**src/design/rx_msg_defs.svh**
```systemverilog
// constants for the receive message indication block
`ifndef RX_MSG_DEFS_SVH
`define RX_MSG_DEFS_SVH

// ===================================================
// message type codes on the indication type bus
`define MT_ERR_COR        5'h00
`define MT_ERR_FATAL      5'h02
`define MT_INTX_FIRST     5'h03
`define MT_INTX_LAST      5'h0A
`define MT_PM_PME         5'h0B
`define MT_PME_TURN_OFF   5'h0D
`define MT_PM_NAK         5'h0E
`define MT_SLOT_POWER     5'h0F
`define MT_LTR            5'h10
`define MT_OBFF           5'h11
`define MT_UNLOCK         5'h12
`define MT_VENDOR_T0      5'h13
`define MT_VENDOR_T1      5'h14
`define MT_ATS_FIRST      5'h15
`define MT_ATS_LAST       5'h18

// ===================================================
// indication lengths in cycles
`define LEN_SHORT         4'h2
`define LEN_OBFF          4'h3
`define LEN_VENDOR_NODATA 4'h4
`define LEN_SIX           4'h6
`define LEN_VENDOR_DATA   4'h8
`define LEN_NONE          4'h0

// ===================================================
// byte positions inside one indication
`define IDX_FIRST         4'h1
`define IDX_VID_LO        4'h2
`define IDX_VID_HI        4'h3
`define IDX_VENDOR_PL     4'h4
`define IDX_PL            4'h2

// ===================================================
// field positions
`define RID_BUS_MSB       15
`define RID_BUS_LSB       8
`define RID_DEVFN_MSB     7
`define RID_DEVFN_LSB     0
`define VID_LO_MSB        7
`define VID_LO_LSB        0
`define VID_HI_MSB        15
`define VID_HI_LSB        8

// ===================================================
// reset values
`define RST_TYPE          5'h00
`define RST_BYTE          8'h00
`define RST_IDX           4'h0

`endif

```
**src/design/rx_msg_pkg.sv**
```systemverilog
// types shared by the receive message indication block
package rx_msg_pkg;

   // ===================================================
   // basic field types
   typedef logic [4:0]  msg_type_t;
   typedef logic [7:0]  msg_byte_t;
   typedef logic [15:0] msg_id_t;
   typedef logic [31:0] msg_word_t;
   typedef logic [3:0]  msg_count_t;

   // ===================================================
   // sequencer states
   typedef enum logic {
      st_idle,
      st_send
   } seq_state_t;

endpackage

```
**src/design/rx_message_indication.sv**
```systemverilog
// receive message indication sequencer towards client logic
`timescale 1ns/1ps
`include "rx_msg_defs.svh"

module rx_message_indication #(
   parameter bit msg_port_enable_param = 1'b1,
   parameter int DATA_W                = 8
) (
   input  wire logic                   clk,
   input  wire logic                   reset_n,
   input  wire logic                   in_valid,
   input  wire rx_msg_pkg::msg_type_t  in_type,
   input  wire rx_msg_pkg::msg_id_t    in_req_id,
   input  wire rx_msg_pkg::msg_id_t    in_vendor_id,
   input  wire rx_msg_pkg::msg_word_t  in_payload,
   input  wire logic                   in_has_data,
   output logic                        in_ready_q,
   output logic                        msg_valid_q,
   output rx_msg_pkg::msg_type_t       msg_type_q,
   output rx_msg_pkg::msg_byte_t       msg_data_q,
   output logic                        msg_reserved_q
);
   import rx_msg_pkg::*;

   // ===================================================
   // elaboration checks
   generate
      if (DATA_W != 8) begin : bad_width
         // the byte sequencing is fixed at eight bits per cycle
         $error("DATA_W must be 8");
      end
   endgenerate

   // ===================================================
   // declarations
   seq_state_t state_q;
   msg_id_t    req_id_q;
   msg_id_t    vendor_id_q;
   msg_word_t  payload_q;
   logic       vendor_q;
   msg_count_t len_q;
   msg_count_t idx_q;
   msg_count_t in_len;
   logic       in_vendor;
   msg_byte_t  next_byte;
   logic       accept;
   logic       last_beat;
   logic       start;

   // ===================================================
   // decode of the incoming message
   msg_len_lookup u_len (
      .msg_type  (in_type),
      .has_data  (in_has_data),
      .len       (in_len),
      .is_vendor (in_vendor)
   );

   msg_byte_select u_sel (
      .req_id    (req_id_q),
      .vendor_id (vendor_id_q),
      .payload   (payload_q),
      .is_vendor (vendor_q),
      .idx       (idx_q),
      .data      (next_byte)
   );

   // ===================================================
   // handshake terms
   // taking a message only from idle gives the gap for free: the cycle
   // after the last beat is always idle with valid low
   assign accept    = in_valid && in_ready_q;
   assign start     = accept && msg_port_enable_param &&
                      (in_len != `LEN_NONE);
   assign last_beat = (state_q == st_send) && (idx_q == len_q);

   // ===================================================
   // sequencer state
   always_ff @(posedge clk or negedge reset_n) begin
      if (!reset_n) begin
         state_q <= st_idle;
      end else begin
         case (state_q)
            st_idle: begin
               if (start) begin
                  state_q <= st_send;
               end
            end
            st_send: begin
               if (last_beat) begin
                  state_q <= st_idle;
               end
            end
            default: begin
               state_q <= st_idle;
            end
         endcase
      end
   end

   // ===================================================
   // link side ready
   // ready falls as soon as a message is taken, so none is lost while the
   // client sees a pulse; with the port disabled messages are drained
   always_ff @(posedge clk or negedge reset_n) begin
      if (!reset_n) begin
         in_ready_q <= 1'b0;
      end else if (!msg_port_enable_param) begin
         in_ready_q <= 1'b1;
      end else if (start) begin
         in_ready_q <= 1'b0;
      end else if (state_q == st_idle || last_beat) begin
         in_ready_q <= !last_beat;
      end
   end

   // ===================================================
   // captured message fields
   always_ff @(posedge clk or negedge reset_n) begin
      if (!reset_n) begin
         req_id_q    <= '0;
         vendor_id_q <= '0;
         payload_q   <= '0;
         vendor_q    <= 1'b0;
         len_q       <= `LEN_NONE;
      end else if (start) begin
         req_id_q    <= in_req_id;
         vendor_id_q <= in_vendor_id;
         payload_q   <= in_payload;
         vendor_q    <= in_vendor;
         len_q       <= in_len;
      end
   end

   // ===================================================
   // byte position counter
   always_ff @(posedge clk or negedge reset_n) begin
      if (!reset_n) begin
         idx_q <= `RST_IDX;
      end else if (start) begin
         idx_q <= `IDX_FIRST;
      end else if (state_q == st_send && !last_beat) begin
         idx_q <= idx_q + `IDX_FIRST;
      end
   end

   // ===================================================
   // client side outputs
   always_ff @(posedge clk or negedge reset_n) begin
      if (!reset_n) begin
         msg_valid_q <= 1'b0;
      end else if (start) begin
         msg_valid_q <= 1'b1;
      end else if (last_beat) begin
         msg_valid_q <= 1'b0;
      end
   end

   // type is loaded only at the start, so it holds through the pulse
   always_ff @(posedge clk or negedge reset_n) begin
      if (!reset_n) begin
         msg_type_q <= `RST_TYPE;
      end else if (start) begin
         msg_type_q <= in_type;
      end
   end

   always_ff @(posedge clk or negedge reset_n) begin
      if (!reset_n) begin
         msg_data_q <= `RST_BYTE;
      end else if (start) begin
         msg_data_q <= in_req_id[`RID_BUS_MSB:`RID_BUS_LSB];
      end else if (state_q == st_send && !last_beat) begin
         msg_data_q <= next_byte;
      end
   end

   // reserved codes are swallowed; one-cycle pulse for observation
   always_ff @(posedge clk or negedge reset_n) begin
      if (!reset_n) begin
         msg_reserved_q <= 1'b0;
      end else begin
         msg_reserved_q <= accept && msg_port_enable_param &&
                           (in_len == `LEN_NONE);
      end
   end

endmodule

```
**src/design/msg_len_lookup.sv**
```systemverilog
// maps a message type to its indication length in cycles
`timescale 1ns/1ps
`include "rx_msg_defs.svh"

module msg_len_lookup (
   input  wire rx_msg_pkg::msg_type_t  msg_type,
   input  wire logic                   has_data,
   output rx_msg_pkg::msg_count_t      len,
   output logic                        is_vendor
);
   import rx_msg_pkg::*;

   // ===================================================
   // length decode
   always_comb begin
      is_vendor = 1'b0;
      if (msg_type <= `MT_INTX_LAST) begin
         len = `LEN_SHORT;
      end else if (msg_type <= `MT_PM_NAK) begin
         len = `LEN_SHORT;
      end else if (msg_type == `MT_SLOT_POWER) begin
         len = `LEN_SIX;
      end else if (msg_type == `MT_LTR) begin
         len = `LEN_SIX;
      end else if (msg_type == `MT_OBFF) begin
         len = `LEN_OBFF;
      end else if (msg_type == `MT_UNLOCK) begin
         len = `LEN_SHORT;
      end else if (msg_type <= `MT_VENDOR_T1) begin
         is_vendor = 1'b1;
         // only the first payload word fits this port
         len = has_data ? `LEN_VENDOR_DATA
                        : `LEN_VENDOR_NODATA;
      end else if (msg_type <= `MT_ATS_LAST) begin
         len = `LEN_SHORT;
      end else begin
         len = `LEN_NONE;
      end
   end

endmodule

```
**src/design/msg_byte_select.sv**
```systemverilog
// picks the parameter byte for a given position of an indication
`timescale 1ns/1ps
`include "rx_msg_defs.svh"

module msg_byte_select (
   input  wire rx_msg_pkg::msg_id_t    req_id,
   input  wire rx_msg_pkg::msg_id_t    vendor_id,
   input  wire rx_msg_pkg::msg_word_t  payload,
   input  wire logic                   is_vendor,
   input  wire rx_msg_pkg::msg_count_t idx,
   output rx_msg_pkg::msg_byte_t       data
);
   import rx_msg_pkg::*;

   function automatic msg_byte_t word_byte(input msg_word_t w,
                                           input msg_count_t n);
      msg_byte_t b;
      b = w[8*n[1:0] +: 8];
      return b;
   endfunction

   // ===================================================
   // position decode
   always_comb begin
      if (idx == `IDX_FIRST) begin
         data = req_id[`RID_DEVFN_MSB:`RID_DEVFN_LSB];
      end else if (is_vendor && idx == `IDX_VID_LO) begin
         data = vendor_id[`VID_LO_MSB:`VID_LO_LSB];
      end else if (is_vendor && idx == `IDX_VID_HI) begin
         data = vendor_id[`VID_HI_MSB:`VID_HI_LSB];
      end else if (is_vendor) begin
         data = word_byte(payload, idx - `IDX_VENDOR_PL);
      end else begin
         // ltr: snoop in low half, no-snoop in high half
         data = word_byte(payload, idx - `IDX_PL);
      end
   end

endmodule

```
**config.mk**
```make
export PLATFORM = sky130hd
export DESIGN_NAME = rx_message_indication
export DESIGN_NICKNAME = d
export VERILOG_FILES = /design/src/design/rx_msg_pkg.sv /design/src/design/rx_message_indication.sv /design/src/design/msg_len_lookup.sv /design/src/design/msg_byte_select.sv
export VERILOG_INCLUDE_DIRS = /design/src /design/src/design
export SDC_FILE = /design/constraint.sdc
export NUM_CORES = 1
export LEC_CHECK = 0
export BUFFER_PORTS_ARGS = -buffer_cell sky130_fd_sc_hd__buf_2
export CAP_MARGIN = 10
export CORE_MARGIN = 10
export CORE_UTILIZATION = 58
export CTS_BUF_LIST = sky130_fd_sc_hd__clkbuf_16
export CTS_CLUSTER_DIAMETER = 60
export DETAILED_ROUTE_END_ITERATION = 16
export PLACE_DENSITY = 0.84
export SYNTH_ARGS = -nofsm -noshare
export SYNTH_HDL_FRONTEND = slang
export SYNTH_SLANG_ARGS = --single-unit
```
**constraint.sdc**
```tcl
create_clock -name clk -period 2.7 [get_ports clk]
set_input_delay 0.27 -clock clk [delete_from_list [all_inputs] [get_ports clk]]
set_output_delay 0.27 -clock clk [all_outputs]
set_load 0.05 [all_outputs]
```
; Word level (Yosys, flattened, before mapping)
; Cells that the tools add are included.
[word_totals]
reg_bits = 82
in_bits = 73
output_inout_bits = 16
elab_cells = 75
[op_classes]
n_addsub = 3
n_lt_le_gt_ge = 4
n_eq_ne = 8
shifts = 2
n_mux = 31
bitwise = 1
reduce_logical = 14
[op_table]
columns = operator, count
row1 = $shiftx 32x6->8, 2
row2 = $mux 8, 6
row3 = $mux 4, 10
row4 = $eq 5x5->1 const B, 3
row5 = $mux 1, 13
row6 = $le 5x4->1 const B, 2
row7 = $le 5x5->1 const B, 2
row8 = $eq 4x2->1 const B, 2
row9 = $logic_and 1x1->1, 7
row10 = $reduce_bool 2->1, 3
row11 = $eq 5x4->1 const B, 1
row12 = $add 4x1->4 const B, 1
row13 = $eq 4x1->1 const B, 1
row14 = $eq 4x4->1, 1
row15 = $logic_not 4->1, 1
row16 = $reduce_bool 4->1, 1
row17 = $mux 2, 1
row18 = $pmux 1 s2, 1
row19 = $sub 2x1->2 const B, 1
row20 = $sub 2x2->2 const B, 1
row21 = $logic_not 1->1, 1
row22 = $logic_or 1x1->1, 1
row23 = $not 1->1, 1

; Depth between registers and ports, before layout
[logic_depth]
ltp_word = 13
mapped_depth = 8
depth_no_buf = 7

; Hierarchy
; From an unflattened synthesis, not the netlist that was laid out.
[hier_totals]
hier_cells = 464
hier_area_um2 = 4195.3
[by_module_without_submodules]
columns = mod, instances, cells_each, area_each_um2, seq_area_each_um2
row1 = rx_message_indication, 1, 383, 3558.4, 2252.2
row2 = msg_byte_select, 1, 67, 545.5, 0.0
row3 = msg_len_lookup, 1, 14, 91.3, 0.0

; Least setup slack after synthesis
; Ideal clock, no wire load.
[synth_timing]
path_kind = reg2reg
start = reg idx_q[0]
end = reg msg_data_q[7]
setup_ps = 126
t_arrival_ps = 1651
required_ps = 2574
path_slack_ps = 923
stages_incl_launch_ff = 9
path_buffers = 1
period_less_slack_ps = 1777
path_cell_list = dfrtp_1 inv_2 ha_1 nor2b_1 clkbuf_1 a22o_1 a21oi_1 a211oi_2 a221o_1
[synth_via]
elab_chain_cells = 8
word_cells_on_any_way = 20
classes_between = add/sub: 2 / eq/ne: 4 / shift: 2 / mux: 6 / reduce/logical: 6
[synth_rtl]
columns = item, line
row1 = "start, declared", rx_message_indication.sv:42  ; msg_count_t idx_q;
row2 = "start signal, assigned", rx_message_indication.sv:139  ; idx_q <= `RST_IDX;
row3 = "start signal, assigned", rx_message_indication.sv:141  ; idx_q <= `IDX_FIRST;
row4 = "start signal, assigned", rx_message_indication.sv:143  ; idx_q <= idx_q + `IDX_FIRST;
row5 = $sub 2x2->2 (no source line) or $sub 2x1->2 (tied branches), n/a
row6 = $shiftx 32x6->8, msg_byte_select.sv:18  ; b = w[8*n[1:0] +: 8];
row7 = $mux 8, msg_byte_select.sv:31  ; end else if (is_vendor) begin
row8 = $mux 8, msg_byte_select.sv:29  ; end else if (is_vendor && idx == `IDX_VID_HI) begin
row9 = $mux 8, msg_byte_select.sv:27  ; end else if (is_vendor && idx == `IDX_VID_LO) begin
row10 = $mux 8, msg_byte_select.sv:25  ; if (idx == `IDX_FIRST) begin
row11 = $mux 8, rx_message_indication.sv:173  ; end else if (state_q == st_send && !last_beat) begin
row12 = $mux 8, rx_message_indication.sv:171  ; end else if (start) begin
row13 = "end signal, assigned", rx_message_indication.sv:170  ; msg_data_q <= `RST_BYTE;
row14 = "end signal, assigned", rx_message_indication.sv:172  ; msg_data_q <= in_req_id[`RID_BUS_MSB:`RID_BUS_LSB];
row15 = "end signal, assigned", rx_message_indication.sv:174  ; msg_data_q <= next_byte;
row16 = "end, declared", rx_message_indication.sv:20  ; output rx_msg_pkg::msg_byte_t msg_data_q,
; Several ways; a longest one is shown, not always the timed one. The select of a mux whose other input is x is not followed.
; A chain may end at the register's enable or synchronous reset.

; Worst setup path in the final report
[layout_timing]
start = reg idx_q[0]
end = reg msg_data_q[3]
; Same word-level chain as after synthesis.

==> results.ini <==
[sta]
max_freq_mhz = 451
max_slew_margin_pct = 33.8
setup_violations = 0
drv_slew = 0
worst_slew_pin_slew_ns = 0.993
fin_hold_ws_ns = 0.0898
final_hold_viol_count = 0
rsz0062_at_grt = false
skew_ns = 0.00486
tns_ns = 0
post-route-period-util_pct = 82.2
min_period_ns = 2.22

[clock_tree]
cts_tree = yes
clk_pin_slew_worst_paths_ns = 0.06
htreeDepth = 3
clockBufferDepth = 2
root_buffer = clkbuf_16
clkSinkCount = 82
cts_setup_buffers = 0
numCtsBuffers = 9
holdBufCountCts = 0
post_cts_resized = 0
insertion_delay_ns = 0.34

[power]
power_density_nw_per_um2 = 1290
vdd_drop_max_mv = 0.910
clockPowerShare_pct = 20.8
power_mw = 5.98
p_leak_nw = 2.45
p_int_mw = 3.58
swShare_pct = 40.1
seq_power_share_pct = 37.2
combPwrFrac_pct = 42.1
p_sw_mw = 2.40

[worst_setup_path]
rr_startpoint = idx_q[0]
worstSetupStartpointType = flip-flop
crit_chain = inv_2 > ha_1 > nor2b_1 > a22o_1 > a21oi_1 > a211oi_1 > a221o_1
crit_type = flip-flop to flip-flop
path_depth = 7
crit_buf_inv = 1
rr_worst_depth = 7
cp.arrival_ns = 2.44
cp_top_family = compound AO/OA/AOI/OAI gates
worstReg2RegEnd = msg_data_q[3]
critPathCaptureType = flip-flop
required_ns = 2.92
worst-r2r-setup-slack_ns = 0.48
crit_path_max_fanout = 12
cp_slowest_stage_delay_ns = 0.46
cp_slowest_cell = dfrtp_1

[placed_design]
gp_congestion = 0.880
dp_hpwl_um = 6680
port_buffers = 88

[global_routing]
grt_max_degree = 83
grt_usage_pct = 18.4
grt_overflow_total = 0
antenna_found_initial = 0
grt_pass1_vias = 3297
grt_pass1_wl_um = 15300

[synth]
syn_avg_cell_area_sq_um = 9.46
synth_seq_cells = 82
synth-seq-area-share_pct = 53.3
synth.net_count = 483
ys_warn_count = 0
synth_cells = 407
synth_edf_count = 0
synth_flop_cell = dfrtp_1
synth_cell_type_count = 48
ys_async_sr_fraction_pct = 100
syn_area_sq_um = 3850

[route]
drtPass1Iterations = 4
totalWireLength_um = 9310
drcViolationCount = 0
vias = 3125
viasPerCell = 5.47
detail-route-antenna-nets = 0
drt_iter0_drc = 134
drt-wirelength-per-cell_um = 16.3

[floorplan]
dieArea_sq_um = 10300
dieWidth_um = 101
core_region_area_sq_um = 6390
rows = 29
ios = 89
start_util_pct = 60.3
die_h_um = 101

[cells_and_area]
layout_common_cells = nand2_1 (197), buf_2 (87), dfrtp_1 (82)
final_nets = 567
fillers = 465
diodes = 0
drive_above_1_share_pct = 23.9
area_delta_synth_final_pct = 20.1
layout_commonest_cell = nand2_1
fin_util_pct = 72.4

[hold_path]
min_path_type = input port to async pin

[job]
drv_cap = 0

[run_status]
status = finished clean

state kept, by name, summed over array words and instances, names as in the netlist:
signal	cells
vendor_q	1
msg_valid_q	1
state_q	1
req_id_q	8
msg_type_q	5
msg_reserved_q	1
msg_data_q	8
payload_q	32
vendor_id_q	16
idx_q	4
in_ready_q	1
len_q	4
worst max-delay path by stage:
stage | from | to | slack [ns]
5_1_grt | idx_q[0] | msg_data_q[1] | 0.31
3_3_place_gp | idx_q[0] | msg_data_q[7] | 0.62
4_1_cts | idx_q[0] | msg_data_q[5] | 0.50
2_1_floorplan | idx_q[0] | msg_data_q[7] | 0.92
3_5_place_dp | idx_q[0] | msg_data_q[7] | 0.53
6_report | idx_q[0] | msg_data_q[3] | 0.48
through the flow:
stage | cell area (sq um) | worst slack, ns | cells
finish | 4620 | 0.480 | 571
floorplan | 3850 | 0.923 | 407
global placement | 4330 | 0.621 | 557
global route | 4620 | 0.312 | 571
detailed placement | 4330 | 0.529 | 557
CTS | 4620 | 0.501 | 571
layer usage:
metal / share of wire [%] / track usage, %
met1: 45 / 23.5
met2: 46 / 28.2
met3: 7.7 / 5.45
met4: 2.2 / 8.57
met5: 0 / 0
synthesized netlist by cell type (6+ instances only):
cell type | number | area [sq um]
nand2_1 | 197 | 739
dfrtp_1 | 82 | 2050
xor2_1 | 6 | 52.6
a211oi_1 | 7 | 52.6
clkbuf_1 | 9 | 33.8
a21oi_1 | 8 | 40.0
o211ai_1 | 6 | 45.0
a22o_1 | 7 | 61.3
mux4_1 | 8 | 210
a221o_1 | 7 | 70.1
nor2_1 | 14 | 52.6
buf_2 | 9 | 45.0
area by class of cell:
type,instances,area [sq um],area share [%]
repair buffers,94,488,10.6
clock inverters,5,72.6,1.57
inverters,2,7.51,0.162
flip-flops and latches,82,2050,44.4
clock buffers,9,225,4.87
multi-input cells,302,1680,36.4
well taps,77,96.3,2.08
power by group through the flow:
stage,clock (mW),combinational [mW],sequential (mW)
after CTS,1.25,2.54,2.22
after global routing,1.29,2.80,2.27
after detailed placement,0,2.49,2.22
final,1.24,2.52,2.22
after global placement,0,2.39,2.20
after floorplan,0,1.64,2.46
cells by family after synthesis:
logic type      after synthesis  share of synthesized area (%)
buf+inv                      23                           3.02
flops                        82                           53.3
xor+xnor                      8                           2.02
fa+ha+maj                     3                          0.975
simple gates                230                           24.3
compound gates               52                           10.6
mux                           9                           5.72
Power figures use the tool's default switching activity.
